<file path="src/ctt_pkg.sv">
// Constants, register map and types of the clock tree and interval timers
package ctt_pkg;

  // ----------------------------------------------------------------------
  // Sizes
  // ----------------------------------------------------------------------
  localparam int N_SRC   = 7;
  localparam int N_DCLK  = 8;
  localparam int N_IN    = N_SRC + N_DCLK;
  localparam int AW      = 8;
  localparam int DW      = 32;
  localparam int DIV_W   = 16;
  localparam int FAST_W  = 5;
  localparam int CEN_W   = 16;
  localparam int RTC_W   = 16;
  localparam int N_EV    = 3;

  // Source indices into the clock source vector
  localparam int SRC_MAIN_OSC   = 0;
  localparam int SRC_FAST_XTAL  = 1;
  localparam int SRC_WATCH_XTAL = 2;
  localparam int SRC_LOW_SPEED  = 3;
  localparam int SRC_PLL        = 4;
  localparam int SRC_FABRIC     = 5;
  localparam int SRC_AUX        = 6;

  // ----------------------------------------------------------------------
  // Register offsets (byte addresses)
  // ----------------------------------------------------------------------
  localparam logic [AW-1:0] REG_CTRL     = 8'h00;
  localparam logic [AW-1:0] REG_BUS_DIV  = 8'h04;
  localparam logic [AW-1:0] REG_CPU_DIV  = 8'h08;
  localparam logic [AW-1:0] REG_FAST_TC  = 8'h0c;
  localparam logic [AW-1:0] REG_CEN_TC   = 8'h10;
  localparam logic [AW-1:0] REG_STATUS   = 8'h14;
  localparam logic [AW-1:0] REG_MASK     = 8'h18;
  localparam logic [AW-1:0] REG_COUNT    = 8'h1c;
  localparam logic [AW-1:0] REG_DCLK_SRC = 8'h20;
  localparam logic [AW-1:0] REG_INFO     = 8'h24;
  // Digital divider settings at 0x40 + 4*i
  localparam logic [2:0]    DCLK_PAGE    = 3'h2;
  localparam int            ADR_PG_MSB   = 7;
  localparam int            ADR_PG_LSB   = 5;
  localparam int            ADR_IX_MSB   = 4;
  localparam int            ADR_IX_LSB   = 2;

  // ----------------------------------------------------------------------
  // Fields
  // ----------------------------------------------------------------------
  localparam int CTRL_SEL_LSB = 0;
  localparam int CTRL_SEL_MSB = 2;
  localparam int CTRL_FAST_EN = 3;
  localparam int CTRL_WAKE_EN = 4;
  localparam int CTRL_CEN_RST = 5;
  localparam int EV_FAST      = 0;
  localparam int EV_CEN       = 1;
  localparam int EV_RTC       = 2;
  localparam int CNT_CEN_LSB  = 16;
  localparam int INFO_FAST_ST = 0;

  // Reset values and fixed counts
  localparam logic [DIV_W-1:0]  DIV_RST     = 16'h0000;
  localparam logic [FAST_W-1:0] FAST_TC_RST = 5'h1f;
  localparam logic [CEN_W-1:0]  CEN_TC_RST  = 16'hffff;
  localparam logic [2:0]        SEL_RST     = 3'h0;
  localparam logic [1:0]        THIRD_LAST  = 2'h2;

  // ----------------------------------------------------------------------
  // Types
  // ----------------------------------------------------------------------
  typedef struct packed {
    logic          read;
    logic          write;
    logic [AW-1:0] address;
    logic [DW-1:0] writedata;
  } ctt_avm_req_t;

  typedef struct packed {
    logic [DIV_W-1:0] cnt;
    logic [DIV_W-1:0] act;
    logic             out;
  } ctt_div_t;

  typedef struct packed {
    logic [2:0] master_sel;
    logic       fast_int_en;
    logic       wake_en;
  } ctt_ctrl_t;

  typedef struct packed {
    logic [N_IN-1:0]                s1;
    logic [N_IN-1:0]                s2;
    logic [N_IN-1:0]                s3;
    logic [N_IN-1:0]                lvl;
    logic                           ack;
    logic [DW-1:0]                  rdata;
    ctt_ctrl_t                      ctrl;
    ctt_div_t                       bus;
    ctt_div_t                       cpu;
    ctt_div_t [N_DCLK-1:0]          dclk;
    logic [DIV_W-1:0]               bus_div;
    logic [DIV_W-1:0]               cpu_div;
    logic [N_DCLK-1:0][DIV_W-1:0]   dclk_div;
    logic [N_DCLK-1:0]              dsrc;
    logic [FAST_W-1:0]              fast_tc;
    logic [FAST_W-1:0]              fast_cnt;
    logic [CEN_W-1:0]               cen_tc;
    logic [CEN_W-1:0]               cen_cnt;
    logic [1:0]                     third_cnt;
    logic [RTC_W-1:0]               rtc_cnt;
    logic [N_EV-1:0]                status;
    logic [N_EV-1:0]                mask;
    logic                           irq;
    logic                           wake;
    logic                           mclk;
    logic                           third;
    logic                           strap_done;
    logic                           fast_start;
  } ctt_state_t;

  // One source tick of a 50% divider; new setting loads at period end
  function automatic ctt_div_t ctt_div_step(ctt_div_t d, logic tick,
                                            logic [DIV_W-1:0] div);
    ctt_div_t n;
    n = d;
    if (tick) begin
      if (d.cnt == d.act) begin
        n.cnt = '0;
        n.out = ~d.out;
        if (d.out) begin
          n.act = div;
        end
      end else begin
        n.cnt = d.cnt + 16'h0001;
      end
    end
    return n;
  endfunction : ctt_div_step

endpackage : ctt_pkg
</file>
<file path="src/ctt_clock_tree.sv">
// Clock tree, dividers, interval counters and real-time tick with Avalon-MM registers
//
// The register offsets and register access over Avalon-MM are this design's own decisions.

// Overview of operation
// - Fast 5-bit counter wraps at terminal count
// - Fast terminal count interrupts only when enabled
// - Central counter interrupts periodically, can wake
// - Firmware reset clears central counter
// - Third-rate clock is low-speed divided by three
// - Bus, processor and digital divider clocks have 50% duty cycle; third-rate clock is high one third
// - Watch crystal drives once-per-second interrupt
// - Eight fabric clocks drive the eight dividers
// - Seven clock sources are selectable
// - Master clock is the source chosen by the select field
// - Bus divider from master feeds processor divider
// - Eight programmable 16-bit digital dividers
// - Startup clock 12 or 48 MHz by option
module ctt_clock_tree
  import ctt_pkg::*;
#(
  parameter int RTC_DIV = 32768
) (
  // Clock and reset
  input  wire logic             clk,
  input  wire logic             rst_n,
  // Clock sources and fabric clocks
  input  wire logic [N_SRC-1:0] clk_src,
  input  wire logic [N_DCLK-1:0] fabric_clk,
  input  wire logic             fast_startup_strap,
  // Avalon-MM slave
  input  wire ctt_avm_req_t     avs_req,
  output logic [DW-1:0]         avs_readdata,
  output logic                  avs_waitrequest,
  // Derived clocks
  output logic                  master_clk_out,
  output logic                  bus_clk_out,
  output logic                  cpu_clk_out,
  output logic [N_DCLK-1:0]     dclk_out,
  output logic                  derived_third_rate_clock,
  // System signals
  output logic                  startup_clk_fast,
  output logic                  irq,
  output logic                  wake_req
);

  localparam logic [RTC_W-1:0] RTC_LAST = RTC_W'(RTC_DIV - 1);

  ctt_state_t        r;
  ctt_state_t        n;
  logic [N_IN-1:0]   rise;
  logic [7:0]        srise;
  logic [7:0]        slvl;
  logic              mtick;
  logic              btick;
  logic              ls;
  logic              fast_ev;
  logic              cen_ev;
  logic              rtc_ev;
  logic              cen_rst;
  logic              wr;
  logic              rd;
  logic [N_EV-1:0]   wclr;
  logic [N_EV-1:0]   ev;
  logic [DW-1:0]     rd_v;
  logic [2:0]        ix;

  // ----------------------------------------------------------------------
  // Next state
  // ----------------------------------------------------------------------
  always_comb begin
    n       = r;
    wclr    = '0;
    rd_v    = '0;
    ix      = avs_req.address[ADR_IX_MSB:ADR_IX_LSB];
    wr      = avs_req.write & r.ack;
    rd      = avs_req.read & ~r.ack;
    cen_rst = wr && avs_req.address == REG_CTRL && avs_req.writedata[CTRL_CEN_RST];

    // Three stages; a level change counts once stages two and three agree
    n.s1 = {fabric_clk, clk_src};
    n.s2 = r.s1;
    n.s3 = r.s2;
    for (int i = 0; i < N_IN; i++) begin
      if (r.s2[i] == r.s3[i]) begin
        n.lvl[i] = r.s3[i];
      end
    end
    rise  = n.lvl & ~r.lvl;
    // Select code 7 has no source and stalls the tree
    srise = {1'b0, rise[N_SRC-1:0]};
    slvl  = {1'b0, n.lvl[N_SRC-1:0]};
    mtick = srise[r.ctrl.master_sel];
    n.mclk = slvl[r.ctrl.master_sel];

    // Bus clock from master, processor clock from bus
    btick = mtick && r.bus.cnt == r.bus.act && !r.bus.out;
    n.bus = ctt_div_step(r.bus, mtick, r.bus_div);
    n.cpu = ctt_div_step(r.cpu, btick, r.cpu_div);
    for (int i = 0; i < N_DCLK; i++) begin
      n.dclk[i] = ctt_div_step(r.dclk[i], r.dsrc[i] ? rise[N_SRC + i] : mtick,
                               r.dclk_div[i]);
    end

    // Low-speed domain work
    ls = rise[SRC_LOW_SPEED];
    if (ls) begin
      n.third_cnt = (r.third_cnt == THIRD_LAST) ? 2'h0 : r.third_cnt + 2'h1;
    end
    // Only a third of the period high: an odd ratio cannot give 50%
    n.third = (n.third_cnt == 2'h0);

    fast_ev = ls && r.fast_cnt == r.fast_tc;
    if (ls) begin
      n.fast_cnt = fast_ev ? '0 : r.fast_cnt + 5'h01;
    end

    cen_ev = ls && r.cen_cnt == r.cen_tc;
    if (cen_rst) begin
      n.cen_cnt = '0;
    end else if (ls) begin
      n.cen_cnt = cen_ev ? '0 : r.cen_cnt + 16'h0001;
    end

    rtc_ev = rise[SRC_WATCH_XTAL] && r.rtc_cnt == RTC_LAST;
    if (rise[SRC_WATCH_XTAL]) begin
      n.rtc_cnt = rtc_ev ? '0 : r.rtc_cnt + 16'h0001;
    end

    // ----------------------------------------------------------------------
    // Register bus: one wait state on every access
    // ----------------------------------------------------------------------
    n.ack = (avs_req.read | avs_req.write) & ~r.ack;
    case (avs_req.address)
      REG_CTRL: begin
        rd_v[CTRL_SEL_MSB:CTRL_SEL_LSB] = r.ctrl.master_sel;
        rd_v[CTRL_FAST_EN]              = r.ctrl.fast_int_en;
        rd_v[CTRL_WAKE_EN]              = r.ctrl.wake_en;
      end
      REG_BUS_DIV:  rd_v[DIV_W-1:0]  = r.bus_div;
      REG_CPU_DIV:  rd_v[DIV_W-1:0]  = r.cpu_div;
      REG_FAST_TC:  rd_v[FAST_W-1:0] = r.fast_tc;
      REG_CEN_TC:   rd_v[CEN_W-1:0]  = r.cen_tc;
      REG_STATUS:   rd_v[N_EV-1:0]   = r.status;
      REG_MASK:     rd_v[N_EV-1:0]   = r.mask;
      REG_COUNT: begin
        rd_v[FAST_W-1:0]                    = r.fast_cnt;
        rd_v[CNT_CEN_LSB+CEN_W-1:CNT_CEN_LSB] = r.cen_cnt;
      end
      REG_DCLK_SRC: rd_v[N_DCLK-1:0] = r.dsrc;
      REG_INFO:     rd_v[INFO_FAST_ST] = r.fast_start;
      default: begin
        if (avs_req.address[ADR_PG_MSB:ADR_PG_LSB] == DCLK_PAGE) begin
          rd_v[DIV_W-1:0] = r.dclk_div[ix];
        end
      end
    endcase
    if (rd) begin
      n.rdata = rd_v;
    end

    if (wr) begin
      case (avs_req.address)
        REG_CTRL: begin
          n.ctrl.master_sel  = avs_req.writedata[CTRL_SEL_MSB:CTRL_SEL_LSB];
          n.ctrl.fast_int_en = avs_req.writedata[CTRL_FAST_EN];
          n.ctrl.wake_en     = avs_req.writedata[CTRL_WAKE_EN];
        end
        REG_BUS_DIV:  n.bus_div = avs_req.writedata[DIV_W-1:0];
        REG_CPU_DIV:  n.cpu_div = avs_req.writedata[DIV_W-1:0];
        REG_FAST_TC:  n.fast_tc = avs_req.writedata[FAST_W-1:0];
        REG_CEN_TC:   n.cen_tc  = avs_req.writedata[CEN_W-1:0];
        REG_STATUS:   wclr      = avs_req.writedata[N_EV-1:0];
        REG_MASK:     n.mask    = avs_req.writedata[N_EV-1:0];
        REG_DCLK_SRC: n.dsrc    = avs_req.writedata[N_DCLK-1:0];
        default: begin
          if (avs_req.address[ADR_PG_MSB:ADR_PG_LSB] == DCLK_PAGE) begin
            n.dclk_div[ix] = avs_req.writedata[DIV_W-1:0];
          end
        end
      endcase
    end

    // ----------------------------------------------------------------------
    // Interrupts: a new event beats a write-one-to-clear in the same cycle
    // ----------------------------------------------------------------------
    ev          = '0;
    ev[EV_FAST] = fast_ev & r.ctrl.fast_int_en;
    ev[EV_CEN]  = cen_ev;
    ev[EV_RTC]  = rtc_ev;
    n.status    = (r.status & ~wclr) | ev;
    n.irq       = |(n.status & n.mask);
    n.wake      = n.status[EV_CEN] & n.ctrl.wake_en;

    // Startup speed option caught once, first edge after reset release
    if (!r.strap_done) begin
      n.strap_done = 1'b1;
      n.fast_start = fast_startup_strap;
    end
  end

  // ----------------------------------------------------------------------
  // State register
  // ----------------------------------------------------------------------
  always_ff @(posedge clk or negedge rst_n) begin
    if (!rst_n) begin
      r                 <= '0;
      r.ctrl.master_sel <= SEL_RST;
      r.bus.act         <= DIV_RST;
      r.cpu.act         <= DIV_RST;
      r.bus_div         <= DIV_RST;
      r.cpu_div         <= DIV_RST;
      r.fast_tc         <= FAST_TC_RST;
      r.cen_tc          <= CEN_TC_RST;
    end else begin
      r <= n;
    end
  end

  // ----------------------------------------------------------------------
  // Outputs
  // ----------------------------------------------------------------------
  assign avs_waitrequest          = (avs_req.read | avs_req.write) & ~r.ack;
  assign avs_readdata             = r.rdata;
  assign master_clk_out           = r.mclk;
  assign bus_clk_out              = r.bus.out;
  assign cpu_clk_out              = r.cpu.out;
  assign derived_third_rate_clock = r.third;
  assign startup_clk_fast         = r.fast_start;
  assign irq                      = r.irq;
  assign wake_req                 = r.wake;
  always_comb begin
    for (int i = 0; i < N_DCLK; i++) begin
      dclk_out[i] = r.dclk[i].out;
    end
  end
endmodule : ctt_clock_tree

</file>
<file path="config.mk">
export PLATFORM = sky130hd
export DESIGN_NAME = ctt_clock_tree
export DESIGN_NICKNAME = d
export VERILOG_FILES = /design/src/ctt_pkg.sv /design/src/ctt_clock_tree.sv
export SDC_FILE = /design/constraint.sdc
export NUM_CORES = 1
export LEC_CHECK = 0
export ABC_AREA = 1
export BUFFER_PORTS_ARGS = -buffer_cell sky130_fd_sc_hd__buf_4
export CORE_MARGIN = 2
export CORE_UTILIZATION = 40
export DETAILED_ROUTE_END_ITERATION = 6
export PLACE_DENSITY = 0.6
export SLEW_MARGIN = 25
export SYNTH_ARGS = -nofsm -noshare
export SYNTH_HDL_FRONTEND = slang
export SYNTH_SLANG_ARGS = --single-unit
export TNS_END_PERCENT = 5
</file>
<file path="constraint.sdc">
create_clock -name clk -period 4.4 [get_ports clk]
set_input_delay 1.1 -clock clk [delete_from_list [all_inputs] [get_ports clk]]
set_output_delay 1.1 -clock clk [all_outputs]
set_load 0.01 [all_outputs]
</file>
; Yosys cells after proc, flatten, opt, wreduce, memory -nomap -nowiden
; Index checks and enable logic that the tools add are counted.
[word_totals]
output_inout_bits = 48
ff_bits = 668
[op_classes]
n_eq_ne = 39
magnitude_cmp = 3
muxes = 62
n_reduce_logical = 44
addsub = 14
bitwise_logic = 24
[ops]
columns = op, n
row1 = 16-bit two-way mux, 18
row2 = "16-bit by 1-bit adder with 16-bit output, second input constant", 12
row3 = 16-bit equality test, 11
row4 = 128-bit bitwise mux, 1
row5 = 16-bit binary-select mux with 3-bit select, 1
row6 = 16-bit demux with 3-bit select, 1
row7 = 3-bit AND reduction, 11
row8 = "8-bit by 5-bit equality test with 1-bit output, second input constant", 4
row9 = 8-bit one-hot mux with 4 select lines, 1
row10 = 2-bit AND reduction, 16
row11 = 1-bit two-way mux, 27
row12 = 2-bit one-hot mux with 10 select lines, 1
row13 = "16-bit by 15-bit equality test with 1-bit output, second input constant", 1
row14 = "8-bit by 4-bit equality test with 1-bit output, second input constant", 2
row15 = "8-bit by 6-bit equality test with 1-bit output, second input constant", 2
row16 = 2-bit one-hot mux with 8 select lines, 1
row17 = 15-bit AND, 1
row18 = 1-bit equality test, 15
row19 = 15-bit NOT, 1
row20 = 3-bit one-hot mux with 5 select lines, 1
row21 = 3-bit two-way mux, 4
row22 = 1-bit NOT, 12
row23 = 1-bit one-hot mux with 10 select lines, 1
row24 = "8-bit by 3-bit equality test with 1-bit output, second input constant", 1
row25 = 24 further kinds, 40

; Logic depth before layout (Yosys ltp)
; Gate-level depths: netlist of the first run.
[depth]
word_depth = 8
mapped_depth = 15
depth_no_buf = 12

; Worst setup path after synthesis of the first run
; OpenSTA, ideal clock, no wires.
[synth_path]
path_kind = input to register
startpoint = input avs_req[35] (netlist name)
endpoint = register r[35] (netlist name)
setup_ps = 125
setup_slack_ps = 1970
path_stages = 12
required_ps = 4275
path_buffers = 2
arrival_ps = 2305
path_cell_list = buf_4 -> nor2_8 -> nand2_4 -> nor2_4 -> inv_2 -> nor2_8 -> nand2_4 -> nand2_4 -> buf_6 -> nand2_1 -> xor2_1 -> nor2_1
[synth_between]
elab_chain_cells = 4
word_cells_on_any_way = 5
cone_classes = 1 x mux / 4 x reduce/logical
[synth_rtl]
columns = element, line
row1 = from (decl), ctt_clock_tree.sv:32  ; input wire ctt_avm_req_t avs_req,
row2 = 8-bit zero test (*), ctt_clock_tree.sv:78  ; cen_rst = wr && avs_req.address == REG_CTRL && avs_req.writedata[CTRL_CEN_RST];
row3 = 1-bit logical AND (*) (2 in series), ctt_clock_tree.sv:78
row4 = 16-bit two-way mux / 2-bit nonzero test (equally long branches), --
row5 = to (signal assigned), ctt_clock_tree.sv:216  ; r <= n;
row6 = to (decl), ctt_clock_tree.sv:49  ; ctt_state_t r;
; Every way passes the cells marked *; elsewhere a longest branch is shown, timed or not.
; A chain may end at the register's enable or synchronous reset.

; Worst setup path in the final report of the first run
[layout_path]
startpoint = register r[572] (netlist name)
endpoint = register r[519] (netlist name)
[layout_between]
elab_chain_cells = 5
[layout_rtl]
columns = element, line
row1 = 1-bit binary-select mux with 3-bit select, ctt_clock_tree.sv:93  ; mtick = srise[r.ctrl.master_sel];
row2 = 1-bit two-way mux (not written as such), ctt_clock_tree.sv:93
row3 = 1-bit logical AND (2 in series), ctt_clock_tree.sv:97  ; btick = mtick && r.bus.cnt == r.bus.act && !r.bus.out;
row4 = 3-bit AND reduction (no line), --
; No other way between the ends. The select of a mux whose other input is x is not followed.

==> impl_metrics.ini, run 1 <==
[die]
die_h_um = 296
initial_core_util_pct = 40.2
coreArea_mm2 = 0.0849
die-area_mm2 = 0.0876
die_x_um = 296
ios = 108
rows = 107

[clock_network]
htree_num_levels = 3
numCtsBuffers = 76
clock_path_buffers = 3
post_cts_buffers = 0
post_cts_resized = 0
clk_pin_slew_ps = 60
cts_tree = yes
clock_latency_ps = 630
cts_hold_buf = 0
cts-root-buf = clkbuf_16
cts_sinks = 668

[pwr]
p_per_area_mw_per_mm2 = 438
leakage_nw = 17.4
ir_drop_mv = 0.291
finalPower_mw = 16.7

[global_route]
grt_max_degree = 119
gr-usage-met1_pct = 32.3
grt_pass1_vias = 26200
gr-usage-met2_pct = 34.0
busiest_layer = met2
antenna_found_initial = 6
track_usage_pct = 22.1
grt.overflow.total = 0
use_met3_pct = 3.53
grt_first_pass_wirelength_um = 152000

[hold_path]
min-delay-start = n[648]$_DFF_PN0_
hold_class = reg -> reg

[synthesis]
synth-edff-count = 0
syn_inst = 4218
yosys.cell_types.count = 53
avgSynthCellArea_um2 = 8.08
ys.flop_type = dfrtp_1
async_flop_share_pct = 100
syn_area_mm2 = 0.0341
synth.yosys.warnings = 0
seq_area_frac_synth_pct = 49.1
synth_nets = 4291
ys_seq_elements = 668

[worst_setup_path]
crit_start = r[572]$_DFFE_PN0N_
reg2reg_from = r[572]$_DFFE_PN0N_
path_class = reg -> reg
cp_max_fo = 23
required_ps = 4960
arrival_ps = 3400
startpoint_type = register
worstSetupEndpointType = register

[routing]
dr.pass1.iters = 7
drc = 0
wire_per_inst_um = 17.7
num_vias = 27800
detail-route-antenna-nets = 0
drt_iter0_markers = 2305
drt-total-wl_um = 95600
vias_per_cell = 5.14

[timing]
setup_viol = 0
min_period_ps = 2840
slew_headroom_pct = 40.0
fmax_mhz = 352
grt_setup_unrepaired = no
drv_slew = 0
worst_pin_slew_ps = 898
fin_hold_ws_ps = 345
hold_viol = 0
finalSetupTns_ps = 0
finalCritPeriodShare_pct = 64.5
clock_skew_ps = 28.6
worst_slack_ps = 1560

[cells_and_area]
mostFrequentLayoutCells = 1,351 x nand2_1, 647 x dfrtp_1, 371 x o21ai_0, 281 x inv_1, 257 x nor2_1
nNetsFinal = 4272
diodes = 0
final_common_cell = nand2_1
multi_input_area_mm2 = 0.0149
seqCellArea_mm2 = 0.0167
fillers = 8441
area_growth_pct = 11.8
drive_gt1_share_pct = 9.70

[flow_run]
cap_violations = 0

[status]
status = completed

[place]
portBuffers = 91
hpwl_um = 67000
dp_slack_ps = 964
gp_congestion = 0.916
==> per-stage QoR <==
step	utilization, %	std cells	instance area [um^2]
after floorplan	-	4218	34100
after global placement	41.7	5265	35400
after detailed placement	41.7	5265	35400
after CTS	44.9	5402	38100
after global routing	44.9	5402	38100
final	44.9	5402	38100
==> cells by family (layout without fill, tap and decap cells) <==
family | after synthesis | in the layout | synth area share [%]
AO/OA/AOI/OAI | 491 | 491 | 7.64
XOR/XNOR | 227 | 227 | 5.83
adder cells (fa/ha/maj) | 26 | 26 | 0.859
buffers and inverters | 537 | 577 | 7.09
flip-flops | 668 | 668 | 49.1
multiplexers | 2 | 2 | 0.0661
other | 1 | 1 | 0.0110
AND/OR/NAND/NOR | 2266 | 2266 | 29.4
==> registers in the layout, indices dropped and copies added, names as in the netlist, 8 cells and up <==
register      count
avs_readdata     32
r               591
n                30
dclk_out          8
==> where the power goes <==
group	internal [mW]	switching (mW)	total (mW)
sequential	6.52	0.594	7.12
clock	4.24	2.67	6.91
combinational	0.696	1.96	2.66
total	11.5	5.23	16.7
==> layout make-up <==
type                            instances  share of cell area, %
Sequential cell                       668                   43.9
Timing Repair Buffer                  133                   2.87
Clock inverter                         31                   1.26
Clock buffer                          106                   5.93
Tap cell                             1144                   3.76
Inverter                              307                   3.02
Multi-Input combinational cell       3013                   39.2
==> worst max-delay path: stages, from the launching register on <==
cell     delay, ps
dfrtp_1        490
inv_2          220
nand4_1        120
nand3_1         90
nand3_1         80
nand2_2        510
nand3_2        500
nor2_4         440
nand3_1        170
nand2_1        110
==> metal layers <==
| layer | vias to the layer above | wire (um) |
|---|---|---|
| met5 | - | 54 |
| met4 | 8 | 2270 |
| met3 | 137 | 5120 |
| met2 | 662 | 42500 |
| met1 | 13300 | 45700 |
| li1 | 13700 | - |
==> cells in the mapped netlist (6+ instances only) <==
library cell	n	share of area, %
nor2_2	8	0.15
o211ai_1	6	0.13
buf_6	19	0.63
ha_1	13	0.48
xor2_1	102	2.6
xnor2_1	125	3.2
nand3b_1	16	0.35
o21ai_1	32	0.47
nor2_1	258	2.8
buf_1	14	0.15
inv_1	281	3.1
clkbuf_1	107	1.2
nand3_1	227	3.3
nand2_1	1351	15
maj3_1	13	0.38
nor2_4	11	0.36
o22ai_1	7	0.13
a22oi_1	17	0.37
nand2_2	14	0.26
o31ai_1	15	0.33
nor3_1	95	1.4
or2_2	43	0.79
nand4_1	209	3.8
dfstp_2	21	1.6
dfrtp_1	647	47
o21ai_0	373	5.5
buf_4	59	1.3
buf_2	30	0.44
a21oi_1	28	0.41
inv_2	21	0.23
==> worst paths after layout <==
path | to | slack, ps | cells after the start
worst min-delay path | n[633]$_DFF_PN0_ | 350 | 0
max in group asynchronous | r[495]$_DFFE_PN0N_ | 2820 | 2
worst max-delay path | r[519]$_DFFE_PN0P_ | 1560 | 9
worst max register to register | r[519]$_DFFE_PN0P_ | 1560 | 9
worst min register to register | n[633]$_DFF_PN0_ | 350 | 0
min in group asynchronous | r[18]$_DFFE_PN0N_ | 450 | 1
Note: power is estimated with default switching activity, not from simulation.
==> run 2, diff against run 1 <==
- PLACE_DENSITY: 0.6 -> 0.62
- clock period: 4.4 -> 2.51 ns (I/O delays scaled with it)
==> run 2 against run 1 <==
Die area stayed put. Via count is 0.97% higher. Fmax is 23% higher. Hold slack worse by 250 ps. Flip-flop and latch count stayed put. Non-clock buffer count is 68 higher. Cell count is 1.3% higher. Utilization is 0.76 points higher. Critical path type unchanged. Critical endpoint is now dclk_out[6]$_DFFE_PN0P_. Highest routed layer unchanged.
==> impl_metrics.ini, run 2 (synthesis results as in run 1) <==
[place]
gp_congestion = 0.929
dpl_cell_area_mm2 = 0.0360
hpwl_um = 68900
portBuffers = 91

[die]
rows = 107
die_x_um = 296
coreArea_mm2 = 0.0849
die_h_um = 296
die-area_mm2 = 0.0876
initial_core_util_pct = 40.2
ios = 108

[worst_setup_path]
arrival_ps = 2810
startpoint_type = register
slowest_delay_ps = 500
critical_path.most_common_cell = nand2_1
required_ps = 3020
crit_slowest_cell = dfrtp_1
worstSetupEndpointType = register
cp_max_fo = 12
crit_chain = inv_2 > nand4_1 > nand3_1 > nand2_1 > nand2_1 > nand2_4 > nand2_2 > nand2_1 > o21ai_0 > nand2_1
critPathTopFamily = simple AND/OR/NAND/NOR gates
path_class = reg -> reg
worst-path-buf-inv = 1

[pwr]
power.share.switching_pct = 31.2
finalPower_mw = 29.6
p_per_area_mw_per_mm2 = 764
p_switching_mw = 9.24
p_seq_share_pct = 41.0
ir_drop_mv = 0.453
clkPwrFrac_pct = 40.8
leakage_nw = 17.7
p_int_mw = 20.4
comb_power_share_pct = 18.2

[timing]
drv_slew = 0
fmax_mhz = 434
hold_viol = 0
finalCritPeriodShare_pct = 91.8
clock_skew_ps = 20.9
worst_pin_slew_ps = 840
finalSetupTns_ps = 0
slew_headroom_pct = 43.9
setup_viol = 0
grt_setup_unrepaired = no
min_period_ps = 2310

[routing]
num_vias = 28000
dr.pass1.iters = 6
drt_iter0_markers = 2605
drt-total-wl_um = 95800
detail-route-antenna-nets = 0
drc = 0
wire_per_inst_um = 17.5
vias_per_cell = 5.12

[clock_network]
cts_sinks = 668
numCtsBuffers = 77
htree_num_levels = 3
cts_tree = yes
clock_latency_ps = 640
cts_hold_buf = 1
post_cts_resized = 0
clk_pin_slew_ps = 60
clock_path_buffers = 3
cts-root-buf = clkbuf_16
post_cts_buffers = 0

[hold_path]
hold_class = in -> reg

[flow_run]
cap_violations = 0

[cells_and_area]
final_common_cell = nand2_1
mostFrequentLayoutCells = 1,351 x nand2_1, 647 x dfrtp_1, 371 x o21ai_0, 281 x inv_1, 257 x nor2_1
nNetsFinal = 4341
stdcell_area_mm2 = 0.0387
drive_gt1_share_pct = 11.1
area_growth_pct = 13.7
largest_reg_flops = 591
diodes = 0
top_register = r
fin_util_pct = 45.7

[global_route]
grt_first_pass_wirelength_um = 152000
grt_max_degree = 116
grt.overflow.total = 0
antenna_found_initial = 2
grt_pass1_vias = 26300
track_usage_pct = 22.2

[status]
status = completed
-- run 2: area by class of cell --
| class | instances | area (um^2) |
|---|---|---|
| fill | 8405 | 46100 |
| inverter | 307 | 1150 |
| tap | 1144 | 1430 |
| clock buffer | 108 | 2220 |
| clock inverter | 33 | 520 |
| sequential | 668 | 16700 |
| multi-input combinational | 3013 | 14900 |
| timing repair buffer | 201 | 1730 |
-- run 2: worst register-to-register path: stages (launching register included) --
cell and delay [ps]:
dfrtp_1 500, inv_2 220, nand4_1 100, nand3_1 110, nand2_1 60, nand2_1 90
nand2_4 260, nand2_2 220, nand2_1 290, o21ai_0 260, nand2_1 70
-- run 2: power groups by stage --
stage / clock network (mW) / registers, mW / logic [mW]
after floorplan: 0 / 12.0 / 3.60
after global placement: 0 / 12.3 / 5.33
after detailed placement: 0 / 12.3 / 5.38
after CTS: 12.3 / 12.1 / 5.40
after global routing: 12.8 / 12.2 / 5.97
final: 12.1 / 12.1 / 5.38
-- run 2: layer usage --
layer | up-vias | global-route usage [%] | routed length, um
met5 | - | 0 | 21
met1 | 13300 | 32.5 | 45100
met4 | 4 | 6.28 | 2200
met2 | 737 | 33.9 | 42600
met3 | 127 | 3.57 | 5920
li1 | 13800 | - | -
-- run 2: per-stage QoR --
stage	hold WS [ps]	std cells	worst slack (ps)
final	92.5	5474	205
after global placement	334	5332	259
after detailed placement	335	5332	249
after CTS	52.1	5474	207
after floorplan	331	4218	552
after global routing	67.9	5474	29.2
-- run 2: worst paths after layout --
kind                                           end  slack [ps]                from  depth (start not counted)
max                        dclk_out[6]$_DFFE_PN0P_         200  r[572]$_DFFE_PN0N_                         10
min                               n[642]$_DFF_PN0_          90          clk_src[4]                          1
max reg2reg                dclk_out[6]$_DFFE_PN0P_         200  r[572]$_DFFE_PN0N_                         10
min reg2reg                       n[637]$_DFF_PN0_         350    n[652]$_DFF_PN0_                          0
max in group asynchronous       r[336]$_DFFE_PN0N_        1090               rst_n                          3
min in group asynchronous        r[17]$_DFFE_PN0N_         450               rst_n                          2
